`config.mk`:
```
export PLATFORM = sky130hd
export DESIGN_NAME = srp_device_flat
export DESIGN_NICKNAME = d
export VERILOG_FILES = /design/src/hdl/srp_pkg.sv /design/src/hdl/srp_if.sv /design/src/hdl/srp_device.sv /design/src/flat_wrapper.sv
export SDC_FILE = /design/constraint.sdc
export NUM_CORES = 1
export LEC_CHECK = 0
export ABC_AREA = 0
export BUFFER_PORTS_ARGS = -buffer_cell sky130_fd_sc_hd__buf_2
export CELL_PAD_IN_SITES_DETAIL_PLACEMENT = 1
export CELL_PAD_IN_SITES_GLOBAL_PLACEMENT = 1
export CORE_UTILIZATION = 45
export DETAILED_ROUTE_END_ITERATION = 7
export PLACE_DENSITY = 0.78
export SYNTH_ARGS = -nofsm -noshare
export SYNTH_HDL_FRONTEND = slang
export SYNTH_SLANG_ARGS = --single-unit
```
`constraint.sdc`:
```
create_clock -name mclk -period 3.13 [get_ports mclk]
set_clock_uncertainty 0.1 [all_clocks]
set_input_delay 0.1565 -clock mclk [delete_from_list [all_inputs] [get_ports mclk]]
set_output_delay 0.1565 -clock mclk [all_outputs]
set_load 0.02 [all_outputs]
```
`src/hdl/srp_pkg.sv`:
```
/*
  Constants shared by both ends of the serial register port: register
  addresses, reset values, field positions, frame layout, link timing and
  the host controller's own register map.
  Assumes a 25 MHz mclk on both ends and 32-bit APB on the host side.
*/
`default_nettype none
package srp_pkg;

  // ----------------------------------------------------------------------
  // device register addresses
  // ----------------------------------------------------------------------
  localparam logic [6:0] ADDR_FREQ_TOP  = 7'h07;
  localparam logic [6:0] ADDR_FREQ_LOW  = 7'h0C;
  localparam logic [6:0] ADDR_FREQ_MID  = 7'h0D;
  localparam logic [6:0] ADDR_ACTIVITY  = 7'h11;
  localparam logic [6:0] ADDR_TRIM_LOW  = 7'h3C;
  localparam logic [6:0] ADDR_TRIM_HIGH = 7'h3D;
  localparam logic [6:0] ADDR_REPORT    = 7'h4B;
  localparam logic [6:0] ADDR_ALARM     = 7'h7D;

  // ----------------------------------------------------------------------
  // reset values and field positions
  // ----------------------------------------------------------------------
  localparam logic [7:0] TRIM_RESET      = 8'h99;
  localparam logic [7:0] REPORT_RESET    = 8'h00;
  localparam logic [7:0] ALARM_RESET     = 8'h00;
  localparam int         REPORT_AUX_BIT  = 4;
  localparam int         ALARM_POL_BIT   = 0;
  localparam int         ALARM_DRIVE_BIT = 1;
  localparam int         ACT_IN1_BIT     = 1;
  localparam int         ACT_IN2_BIT     = 5;
  localparam int         FREQ_BITS       = 19;

  // ----------------------------------------------------------------------
  // frame layout
  // ----------------------------------------------------------------------
  localparam int         ADDR_BITS  = 7;
  localparam logic [4:0] RW_INDEX   = 5'h07;
  localparam logic [4:0] DATA_FIRST = 5'h08;
  localparam logic [4:0] LAST_INDEX = 5'h0F;
  localparam logic [4:0] FRAME_BITS = 5'h10;

  // ----------------------------------------------------------------------
  // host link timing
  // ----------------------------------------------------------------------
  localparam int         MCLK_NS     = 40;
  localparam int         SCLK_HALF_NS = 320;
  localparam int         GAP_NS      = 320;
  localparam logic [3:0] HALF_CYCLES =
    4'((SCLK_HALF_NS + MCLK_NS - 1) / MCLK_NS);
  localparam logic [3:0] GAP_CYCLES  =
    4'((GAP_NS + MCLK_NS - 1) / MCLK_NS);

  // ----------------------------------------------------------------------
  // host controller registers on APB
  // ----------------------------------------------------------------------
  localparam logic [11:0] HOST_CMD      = 12'h000;
  localparam logic [11:0] HOST_STATUS   = 12'h004;
  localparam logic [11:0] HOST_CFG      = 12'h008;
  localparam int          CMD_RW_BIT    = 7;
  localparam int          CMD_WDATA_LSB = 8;
  localparam int          CMD_START_BIT = 16;
  localparam int          STAT_BUSY_BIT = 8;
  localparam int          STAT_DONE_BIT = 9;

endpackage
`default_nettype wire

```
`src/hdl/srp_if.sv`:
```
/*
  Serial link between the host controller and the register port device.
  serialOut carries meaning only while serialOutOe is high; the host reads
  it only in the data half of a read frame.
*/
`timescale 1ns/1ps
`default_nettype none
interface srp_if;
  logic sclk;
  logic chipSelectN;
  logic serialIn;
  logic serialOut;
  logic serialOutOe;

  modport device (
    input  sclk,
    input  chipSelectN,
    input  serialIn,
    output serialOut,
    output serialOutOe
  );

  modport host (
    output sclk,
    output chipSelectN,
    output serialIn,
    input  serialOut,
    input  serialOutOe
  );
endinterface
`default_nettype wire

```
`src/hdl/srp_device.sv`:
```
/*
  Register port device: serial slave with the frequency status, input
  activity status, oscillator trim, report select and alarm pin registers.
  Assumes link pins and readoutEdgeSelect arrive asynchronously to mclk;
  loop and activity inputs come from logic on mclk.
*/
`timescale 1ns/1ps
`default_nettype none
module srp_device (
  // clock and reset
  input  wire logic        mclk,
  input  wire logic        rst_n,
  // serial link
  srp_if.device            link,
  // readout edge strap pin
  input  wire logic        readoutEdgeSelect,
  // loop and input status
  input  wire logic [18:0] mainLoopFreq,
  input  wire logic [18:0] auxLoopFreq,
  input  wire logic [1:0]  noActivity,
  input  wire logic        selectedInput,
  // alarm pin
  output logic             alarmPinOut,
  output logic             alarmPinOe,
  // configuration to the loops
  output logic [15:0]      oscTrim,
  output logic             reportAux
);

  // ----------------------------------------------------------------------
  // synchronisers
  // ----------------------------------------------------------------------
  logic sclkMeta;
  logic sclkSync;
  logic sclkPrev;
  logic csMeta;
  logic csSync;
  logic dinMeta;
  logic dinSync;
  logic edgeMeta;
  logic edgeSync;

  always_ff @(posedge mclk or negedge rst_n) begin
    if (!rst_n) begin
      sclkMeta <= 1'b0;
      sclkSync <= 1'b0;
      sclkPrev <= 1'b0;
      csMeta   <= 1'b1;
      csSync   <= 1'b1;
      dinMeta  <= 1'b0;
      dinSync  <= 1'b0;
      edgeMeta <= 1'b0;
      edgeSync <= 1'b0;
    end else begin
      sclkMeta <= link.sclk;
      sclkSync <= sclkMeta;
      sclkPrev <= sclkSync;
      csMeta   <= link.chipSelectN;
      csSync   <= csMeta;
      dinMeta  <= link.serialIn;
      dinSync  <= dinMeta;
      edgeMeta <= readoutEdgeSelect;
      edgeSync <= edgeMeta;
    end
  end

  // edges count only inside an access; a parked clock is harmless
  wire sclkRise = sclkSync & ~sclkPrev & ~csSync;
  wire sclkFall = ~sclkSync & sclkPrev & ~csSync;

  // ----------------------------------------------------------------------
  // frame receiver
  // ----------------------------------------------------------------------
  logic [4:0]  rxCount;
  logic [15:0] rxShift;

  // first bit received lands in bit 0
  always_ff @(posedge mclk or negedge rst_n) begin
    if (!rst_n) begin
      rxCount <= 5'h00;
      rxShift <= 16'h0000;
    end else if (csSync) begin
      rxCount <= 5'h00;
    end else if (sclkRise && rxCount != srp_pkg::FRAME_BITS) begin
      rxShift[rxCount[3:0]] <= dinSync;
      rxCount               <= rxCount + 5'h01;
    end
  end

  wire [6:0] frameAddr = rxShift[srp_pkg::ADDR_BITS-1:0];
  wire [7:0] frameData = {dinSync, rxShift[14:8]};
  wire readNow  = sclkRise && rxCount == srp_pkg::RW_INDEX && dinSync;
  wire writeNow = sclkRise && rxCount == srp_pkg::LAST_INDEX
                  && !rxShift[srp_pkg::RW_INDEX[3:0]];
  wire accessNow = readNow | writeNow;

  // ----------------------------------------------------------------------
  // configuration registers
  // ----------------------------------------------------------------------
  logic [7:0] trimStage;
  logic       trimArmed;
  logic [1:0] alarmCfg;

  wire hitTrimLow  = frameAddr == srp_pkg::ADDR_TRIM_LOW;
  wire hitTrimHigh = frameAddr == srp_pkg::ADDR_TRIM_HIGH;
  wire hitReport   = frameAddr == srp_pkg::ADDR_REPORT;
  wire hitAlarm    = frameAddr == srp_pkg::ADDR_ALARM;

  // low byte is staged; the pair commits only if the high byte is the very
  // next access, anything else in between throws the staged byte away
  wire stageTrim  = writeNow && hitTrimLow;
  wire commitTrim = writeNow && hitTrimHigh && trimArmed;

  always_ff @(posedge mclk or negedge rst_n) begin
    if (!rst_n) begin
      trimStage <= srp_pkg::TRIM_RESET;
      trimArmed <= 1'b0;
    end else if (accessNow) begin
      trimArmed <= stageTrim;
      if (stageTrim) begin
        trimStage <= frameData;
      end
    end
  end

  always_ff @(posedge mclk or negedge rst_n) begin
    if (!rst_n) begin
      oscTrim <= {srp_pkg::TRIM_RESET, srp_pkg::TRIM_RESET};
    end else if (commitTrim) begin
      oscTrim <= {frameData, trimStage};
    end
  end

  // only the defined bits are stored; other positions are ignored
  always_ff @(posedge mclk or negedge rst_n) begin
    if (!rst_n) begin
      reportAux <= srp_pkg::REPORT_RESET[srp_pkg::REPORT_AUX_BIT];
      alarmCfg  <= {srp_pkg::ALARM_RESET[srp_pkg::ALARM_DRIVE_BIT],
                    srp_pkg::ALARM_RESET[srp_pkg::ALARM_POL_BIT]};
    end else if (writeNow) begin
      if (hitReport) begin
        reportAux <= frameData[srp_pkg::REPORT_AUX_BIT];
      end
      if (hitAlarm) begin
        alarmCfg <= {frameData[srp_pkg::ALARM_DRIVE_BIT],
                     frameData[srp_pkg::ALARM_POL_BIT]};
      end
    end
  end

  // ----------------------------------------------------------------------
  // frequency status with freeze
  // ----------------------------------------------------------------------
  logic [18:0] freqShadow;
  logic [2:0]  freezeMask;

  wire [18:0] freqLive = reportAux ? auxLoopFreq : mainLoopFreq;
  wire hitFreqLow = frameAddr == srp_pkg::ADDR_FREQ_LOW;
  wire hitFreqMid = frameAddr == srp_pkg::ADDR_FREQ_MID;
  wire hitFreqTop = frameAddr == srp_pkg::ADDR_FREQ_TOP;
  wire [2:0] freqHit  = {hitFreqTop, hitFreqMid, hitFreqLow};
  wire       freqRead = readNow && freqHit != 3'h0;
  wire [2:0] maskNext = freezeMask | freqHit;
  wire [18:0] freqView = (freezeMask != 3'h0) ? freqShadow : freqLive;

  // first byte read snapshots all three; released once each byte was read
  always_ff @(posedge mclk or negedge rst_n) begin
    if (!rst_n) begin
      freqShadow <= 19'h00000;
      freezeMask <= 3'h0;
    end else if (freqRead) begin
      if (freezeMask == 3'h0) begin
        freqShadow <= freqLive;
      end
      freezeMask <= (maskNext == 3'h7) ? 3'h0 : maskNext;
    end
  end

  // ----------------------------------------------------------------------
  // read data selection
  // ----------------------------------------------------------------------
  logic [7:0] readMux;
  wire  [7:0] activityByte = {2'h0, noActivity[1], 3'h0, noActivity[0],
                              1'h0};

  always_comb begin
    if (hitFreqLow) begin
      readMux = freqView[7:0];
    end else if (hitFreqMid) begin
      readMux = freqView[15:8];
    end else if (hitFreqTop) begin
      readMux = {5'h00, freqView[18:16]};
    end else if (frameAddr == srp_pkg::ADDR_ACTIVITY) begin
      readMux = activityByte;
    end else if (hitTrimLow) begin
      readMux = oscTrim[7:0];
    end else if (hitTrimHigh) begin
      readMux = oscTrim[15:8];
    end else if (hitReport) begin
      readMux = {3'h0, reportAux, 4'h0};
    end else if (hitAlarm) begin
      readMux = {6'h00, alarmCfg};
    end else begin
      readMux = 8'h00;
    end
  end

  // ----------------------------------------------------------------------
  // serial output
  // ----------------------------------------------------------------------
  logic [7:0] readData;

  // the byte is latched whole when the read is recognised, so it is the
  // shadow copy that shifts out, not the live value
  always_ff @(posedge mclk or negedge rst_n) begin
    if (!rst_n) begin
      readData <= 8'h00;
    end else if (readNow) begin
      readData <= readMux;
    end
  end

  wire inData   = rxCount >= srp_pkg::DATA_FIRST
                  && rxCount <= srp_pkg::LAST_INDEX;
  wire shiftOut = link.serialOutOe && inData
                  && ((sclkRise && !edgeSync) || (sclkFall && edgeSync));

  always_ff @(posedge mclk or negedge rst_n) begin
    if (!rst_n) begin
      link.serialOut   <= 1'b0;
      link.serialOutOe <= 1'b0;
    end else if (csSync) begin
      link.serialOutOe <= 1'b0;
    end else begin
      if (readNow) begin
        link.serialOutOe <= 1'b1;
      end
      if (shiftOut) begin
        link.serialOut <= readData[rxCount[2:0]];
      end
    end
  end

  // ----------------------------------------------------------------------
  // alarm pin
  // ----------------------------------------------------------------------
  wire alarmActive = noActivity[selectedInput];
  wire alarmLevel  = alarmCfg[0] ? alarmActive : ~alarmActive;

  always_ff @(posedge mclk or negedge rst_n) begin
    if (!rst_n) begin
      alarmPinOut <= 1'b1;
      alarmPinOe  <= 1'b0;
    end else begin
      alarmPinOut <= alarmLevel;
      alarmPinOe  <= alarmActive | alarmCfg[1];
    end
  end

endmodule
`default_nettype wire

```
`src/flat_wrapper.sv`:
```
// flat-port wrapper written by rule: the top's interface ports become plain ports
module srp_device_flat 
  (mclk, rst_n, readoutEdgeSelect, mainLoopFreq, auxLoopFreq, noActivity, selectedInput, alarmPinOut, alarmPinOe, oscTrim, reportAux, link_sclk, link_chipSelectN, link_serialIn, link_serialOut, link_serialOutOe);
  srp_if link_i ();
  input  wire logic mclk;
  input  wire logic rst_n;
  input  wire logic readoutEdgeSelect;
  input  wire logic [18:0] mainLoopFreq;
  input  wire logic [18:0] auxLoopFreq;
  input  wire logic [1:0] noActivity;
  input  wire logic selectedInput;
  output logic alarmPinOut;
  output logic alarmPinOe;
  output logic [15:0] oscTrim;
  output logic reportAux;
  input wire logic [$bits(link_i.sclk)-1:0] link_sclk;
  input wire logic [$bits(link_i.chipSelectN)-1:0] link_chipSelectN;
  input wire logic [$bits(link_i.serialIn)-1:0] link_serialIn;
  output wire logic [$bits(link_i.serialOut)-1:0] link_serialOut;
  output wire logic [$bits(link_i.serialOutOe)-1:0] link_serialOutOe;
  assign link_i.sclk = link_sclk;
  assign link_i.chipSelectN = link_chipSelectN;
  assign link_i.serialIn = link_serialIn;
  assign link_serialOut = link_i.serialOut;
  assign link_serialOutOe = link_i.serialOutOe;
  srp_device u_core (.mclk(mclk), .rst_n(rst_n), .link(link_i), .readoutEdgeSelect(readoutEdgeSelect), .mainLoopFreq(mainLoopFreq), .auxLoopFreq(auxLoopFreq), .noActivity(noActivity), .selectedInput(selectedInput), .alarmPinOut(alarmPinOut), .alarmPinOe(alarmPinOe), .oscTrim(oscTrim), .reportAux(reportAux));
endmodule
```
# Word level (Yosys, flattened, before mapping)
# Cells that the tools add are included.
# op_classes
n_addsub	1
order_cmp	6
eq_ne	12
n_mux	23
bitwise	11
reduce_logical	29
# op_table
cell	count
$mux 8	7
$mux 19	2
$bwmux 16	1
$logic_and 1x1->1	15
$eq 7x4->1 const B	2
$eq 7x6->1 const B	2
$eq 7x7->1 const B	2
$reduce_and 2->1	6
$mux 5	2
$eq 7x3->1 const B	1
$eq 7x5->1 const B	1
$mux 1	7
$reduce_bool 3->1	2
$add 5x1->5 const B	1
$eq 5x3->1 const B	1
$eq 5x4->1 const B	1
$ge 5x4->1 const B	1
$le 5x4->1 const B	1
$lt 4x5->1 const B	1
$ne 5x5->1 const B	1
$and 1x1->1	4
$demux 1 s4	1
$ge 4x1->1 const B	1
$lt 3x4->1 const B	1
other kinds (12)	18
# totals
reg_bits	92
input_bits	47
output_inout_bits	21
elab_cells	105

# Depth between registers and ports, before layout
# logic_depth
word_depth	9
ltp_mapped	8
depth_no_buf	7

# Least setup slack after synthesis
# Ideal clock, no wire load.
# synth_timing
path_kind	reg2reg
startpoint	register u_core.rxCount[0]
endpoint	register u_core.oscTrim[13]
setup_time_ps	125
arrival_ps	1971
t_required_ps	2905
path_slack_ps	934
stages_incl_launch_ff	9
n_path_buf	2
period_less_slack_ps	2196
path_cell_list	dfrtp_1 > ha_1 > and3_1 > ha_1 > and3b_1 > clkbuf_1 > nand3_2 > buf_4 > mux2_2
# synth_between
elab_chain_len	5
# synth_lines
item	line	source
from (decl)	srp_device.sv:74	logic [4:0] rxCount;
from (signal assigned)	srp_device.sv:86	rxCount <= rxCount + 5'h01;
$eq 5x4->1	srp_device.sv:93	wire writeNow = sclkRise && rxCount == srp_pkg::LAST_INDEX
$logic_and 1x1->1	srp_device.sv:93	
$logic_and 1x1->1	srp_device.sv:94	&& !rxShift[srp_pkg::RW_INDEX[3:0]];
$logic_and 1x1->1 (2 in series)	srp_device.sv:112	wire commitTrim = writeNow && hitTrimHigh && trimArmed;
to (signal assigned)	srp_device.sv:128	oscTrim <= {srp_pkg::TRIM_RESET, srp_pkg::TRIM_RESET};
to (signal assigned)	srp_device.sv:130	oscTrim <= {frameData, trimStage};
to (decl)	srp_device.sv:26	output logic [15:0] oscTrim,
# No other way between the ends.
# A chain may end at the register's enable or synchronous reset.

# Worst setup path in the final report
# layout_timing
startpoint	register u_core.rxCount[0]
endpoint	register u_core.oscTrim[10]
# Same word-level chain as after synthesis.

==> run_summary.xml <==
<?xml version="1.0" encoding="UTF-8"?>
<metrics>
  <group name="die">
    <metric name="io_pins" unit="">68</metric>
    <metric name="die_x" unit="microns">101.5</metric>
    <metric name="core_area" unit="sq um">9415</metric>
    <metric name="placement_rows" unit="">35</metric>
    <metric name="die_h" unit="microns">101.5</metric>
    <metric name="floorplan.die_area" unit="sq um">10300</metric>
    <metric name="initial_cell_density_of_the_core" unit="%">47.31</metric>
  </group>
  <group name="synth">
    <metric name="post_synth_instance_area" unit="sq um">4454</metric>
    <metric name="synth_largest_type_area_fraction" unit="%">42.70</metric>
    <metric name="synth-warning-count" unit="">0</metric>
    <metric name="synth_seq_cells" unit="">91</metric>
    <metric name="syn-num-nets" unit="">449</metric>
    <metric name="synth_flop_cell" unit="">sky130_fd_sc_hd__dfrtp_1</metric>
    <metric name="async_flop_share" unit="%">100.0</metric>
    <metric name="yosysUniqueCellTypes" unit="">56</metric>
    <metric name="synthDominantAreaCellType" unit="">sky130_fd_sc_hd__dfrtp_1</metric>
    <metric name="synth_area_per_cell" unit="sq um">11.22</metric>
    <metric name="ranking_of_synthesized_cells_by_area" unit="">sky130_fd_sc_hd__dfrtp_1 43%, sky130_fd_sc_hd__mux2_2 9.4%, sky130_fd_sc_hd__dfstp_2 8.8%, sky130_fd_sc_hd__mux2i_1 5.4%, sky130_fd_sc_hd__nand2_1 5.0%</metric>
    <metric name="synthMostInstantiatedCell" unit="">sky130_fd_sc_hd__dfrtp_1</metric>
    <metric name="netlist_top_cells_count" unit="">76 x sky130_fd_sc_hd__dfrtp_1, 59 x sky130_fd_sc_hd__nand2_1, 37 x sky130_fd_sc_hd__mux2_2, 24 x sky130_fd_sc_hd__mux2i_1, 20 x sky130_fd_sc_hd__nor2_1</metric>
    <metric name="seq_area_frac_synth" unit="%">51.54</metric>
    <metric name="synth-edff-count" unit="">0</metric>
    <metric name="synthesis.instances" unit="">397</metric>
  </group>
  <group name="routing">
    <metric name="antenna_violating_nets_post_route" unit="">0</metric>
    <metric name="first_iter_violations" unit="">166</metric>
    <metric name="detail_route.vias_per_cell" unit="">5.582</metric>
    <metric name="wl_per_cell" unit="microns">18.39</metric>
    <metric name="num_vias" unit="">3461</metric>
    <metric name="drc" unit="">0</metric>
    <metric name="detail_route.first_pass.iterations" unit="">4</metric>
    <metric name="routed_wl" unit="microns">11400</metric>
  </group>
  <group name="place">
    <metric name="place.detailed.hpwl" unit="microns">7925</metric>
    <metric name="place.port_buffers" unit="">67</metric>
    <metric name="place.gp.congestion" unit="">0.8582</metric>
  </group>
  <group name="global_route">
    <metric name="largest_net_degree_at_the_start_of_global_routing" unit="">92</metric>
    <metric name="antenna_found_initial" unit="">0</metric>
    <metric name="grt_pass1_wl" unit="microns">18800</metric>
    <metric name="grt_use_total" unit="%">24.31</metric>
    <metric name="overflow" unit="">0</metric>
    <metric name="first_global_vias" unit="">3578</metric>
  </group>
  <group name="outcome">
    <metric name="status" unit="">complete, but fails checks</metric>
    <metric name="failed_checks" unit="">negative hold slack</metric>
  </group>
  <group name="clock_tree">
    <metric name="cts_buffers" unit="">9</metric>
    <metric name="cts.sink_count" unit="">91</metric>
    <metric name="post-cts-setup-buffers" unit="">0</metric>
    <metric name="cts-root-buf" unit="">sky130_fd_sc_hd__clkbuf_8</metric>
    <metric name="clock_path_buffers" unit="">2</metric>
    <metric name="clk_transition_reported_paths" unit="ns">0.10</metric>
    <metric name="cts.htree.levels" unit="">3</metric>
    <metric name="cts_tree" unit="">done</metric>
    <metric name="cts_repair_resize_count" unit="">0</metric>
    <metric name="clock_insertion_delay_worst_skew" unit="ns">0.37</metric>
  </group>
  <group name="power">
    <metric name="power.ir.vdd_worst" unit="uV">251.1</metric>
    <metric name="power.leakage" unit="nW">2.447</metric>
    <metric name="cellPowerDensity" unit="nW/um^2">395.2</metric>
  </group>
  <group name="sta">
    <metric name="period_share" unit="%">82.51</metric>
    <metric name="max-slew-margin-rel" unit="%">46.13</metric>
    <metric name="timing_worst_slew_pin_value" unit="ns">0.8062</metric>
    <metric name="slew_viol_final" unit="">0</metric>
    <metric name="max_freq" unit="GHz">0.3872</metric>
    <metric name="number_of_hold_violations_in_the_final_report" unit="">1</metric>
    <metric name="period_needed" unit="ns">2.583</metric>
    <metric name="hold-worst-slack" unit="ns">-0.001362</metric>
    <metric name="setup_viol_count_final" unit="">0</metric>
    <metric name="totalNegativeSetupSlack" unit="ns">0</metric>
    <metric name="rsz0062_at_grt" unit="">no</metric>
  </group>
  <group name="cells_and_area">
    <metric name="fillers" unit="">1019</metric>
    <metric name="fin_util" unit="%">57.05</metric>
    <metric name="diode_count" unit="">0</metric>
    <metric name="proportion_of_layout_cells_with_a_drive_suffix_above_1" unit="%">32.99</metric>
    <metric name="area_growth" unit="%">20.59</metric>
    <metric name="multi_input_comb_area" unit="sq um">2062</metric>
    <metric name="fin_nets" unit="">538</metric>
    <metric name="regArea" unit="sq um">2296</metric>
  </group>
  <group name="setup_path">
    <metric name="crit_path_end_kind" unit="">register</metric>
    <metric name="timing.critical_path.fanout_max" unit="">16</metric>
    <metric name="criticalPathCategory" unit="">reg -&gt; reg</metric>
    <metric name="arrival_time_reported_for_the_critical_path_endpoint" unit="ns">2.73</metric>
    <metric name="startpoint_type" unit="">register</metric>
    <metric name="critPathRequiredTime" unit="ns">3.28</metric>
  </group>
  <group name="worst_hold_path">
    <metric name="timing.hold.worst.class" unit="">in -&gt; reg</metric>
  </group>
  <group name="flow_run">
    <metric name="maxCapViolations" unit="">0</metric>
  </group>
</metrics>
-- layer usage --
metal	global-route usage [%]	up-vias	wire, microns
met5	0	-	0
met1	33.84	1748	5412
li1	-	1621	-
met2	39.87	83	5444
met4	6.355	0	110
met3	3.796	9	433
-- critical path: stages, from the launching register on --
cell and delay, ns:
sky130_fd_sc_hd__dfrtp_1 0.48, sky130_fd_sc_hd__ha_1 0.27, sky130_fd_sc_hd__and3_1 0.18, sky130_fd_sc_hd__ha_1 0.22, sky130_fd_sc_hd__and3b_1 0.32, sky130_fd_sc_hd__nand3_2 0.42, sky130_fd_sc_hd__mux2_1 0.46
-- final cells by class --
cell class | count | area share (%)
Timing Repair Buffer | 99 | 12.21
Clock inverter | 6 | 0.9317
Tap cell | 129 | 3.005
Clock buffer | 10 | 2.376
Multi-Input combinational cell | 280 | 38.39
Sequential cell | 91 | 42.74
Inverter | 5 | 0.3494
-- logic make-up (layout without fill, tap and decap cells) --
kind of cell | count (synthesis) | in the layout | synth area share, %
AND/OR/NAND/NOR | 126 | 126 | 15.25
flip-flops | 91 | 91 | 51.54
AO/OA/AOI/OAI | 79 | 79 | 11.57
multiplexers | 68 | 68 | 17.02
buffers and inverters | 26 | 120 | 2.809
adder cells (fa/ha/maj) | 5 | 5 | 1.404
XOR/XNOR | 2 | 2 | 0.3933
-- registers in the layout (all words and copies together), names as in the netlist, 2 cells and up --
signal             flops
u_core.freezeMask      3
u_core.freqShadow     19
u_core.rxShift        15
u_core.readData        8
u_core.trimStage       8
u_core.rxCount         5
u_core.oscTrim        16
u_core.alarmCfg        2
-- power breakdown --
| part | internal (mW) | total (mW) | switching, mW |
|---|---|---|---|
| logic | 0.0780 | 0.156 | 0.0778 |
| registers | 1.19 | 1.22 | 0.0239 |
| clock network | 0.299 | 0.749 | 0.450 |
| total | 1.57 | 2.12 | 0.552 |
-- placed cells by master (no fill, tap or decap), types with 2 or more instances in the layout --
cell type,n
sky130_fd_sc_hd__a21o_1,3
sky130_fd_sc_hd__nand2_1,59
sky130_fd_sc_hd__mux2_2,37
sky130_fd_sc_hd__and3b_1,2
sky130_fd_sc_hd__a221oi_1,5
sky130_fd_sc_hd__and3_1,2
sky130_fd_sc_hd__inv_1,5
sky130_fd_sc_hd__nor3_2,2
sky130_fd_sc_hd__nor2_1,20
sky130_fd_sc_hd__mux4_2,2
sky130_fd_sc_hd__o22ai_1,4
sky130_fd_sc_hd__o21a_1,4
sky130_fd_sc_hd__nor2b_1,2
sky130_fd_sc_hd__nor3_1,6
sky130_fd_sc_hd__o211ai_1,14
sky130_fd_sc_hd__mux2i_1,24
sky130_fd_sc_hd__dlygate4sd3_1,23
sky130_fd_sc_hd__clkbuf_8,9
sky130_fd_sc_hd__a21oi_1,16
sky130_fd_sc_hd__o21ai_1,19
sky130_fd_sc_hd__mux2_1,5
sky130_fd_sc_hd__and2_1,2
sky130_fd_sc_hd__xor2_1,2
sky130_fd_sc_hd__nand3_1,4
sky130_fd_sc_hd__dfrtp_1,76
sky130_fd_sc_hd__nor4_1,2
sky130_fd_sc_hd__a31oi_1,3
sky130_fd_sc_hd__nand2b_1,4
sky130_fd_sc_hd__nand4_1,3
sky130_fd_sc_hd__clkinv_4,2
sky130_fd_sc_hd__or3_1,2
sky130_fd_sc_hd__dfstp_2,15
sky130_fd_sc_hd__nor3_4,2
sky130_fd_sc_hd__buf_2,66
sky130_fd_sc_hd__nor4_2,3
sky130_fd_sc_hd__ha_1,5
sky130_fd_sc_hd__buf_4,8
sky130_fd_sc_hd__a211oi_1,3
-- timing repair --
action,in CTS,in global routing
endpoints found under the hold margin,91,0
hold buffers,23,0
setup endpoints to repair,0,0
-- final timing paths --
path                       cells after the start  slack, ns                                end                           from
min reg2reg                                    0       0.26          u_core.sclkSync$_DFF_PN0_      u_core.sclkMeta$_DFF_PN0_
min in group asynchronous                      3       0.27  u_core.freqShadow[12]$_DFFE_PN0P_                          rst_n
max reg2reg                                    6       0.55     u_core.oscTrim[10]$_DFFE_PN0P_  u_core.rxCount[0]$_DFFE_PN0P_
max in group asynchronous                      3       2.26    u_core.trimStage[4]$_DFFE_PN1P_                          rst_n
max                                            6       0.55     u_core.oscTrim[10]$_DFFE_PN0P_  u_core.rxCount[0]$_DFFE_PN0P_
min                                            3     -0.001  u_core.freqShadow[16]$_DFFE_PN0P_               mainLoopFreq[16]
-- through the flow --
step	area, sq um	setup slack, ns	instances	hold slack (ns)	total power [mW]
3_5_place_dp	4949	0.4899	580	0.1421	1.375
3_3_place_gp	4949	0.5844	580	0.1389	1.368
5_1_grt	5371	0.3943	620	0.004039	2.202
2_1_floorplan	4454	0.9342	397	-0.2391	1.295
6_report	5371	0.5473	620	-0.001362	2.123
4_1_cts	5356	0.4645	619	0.00002656	2.138
Power figures use the tool's default switching activity.
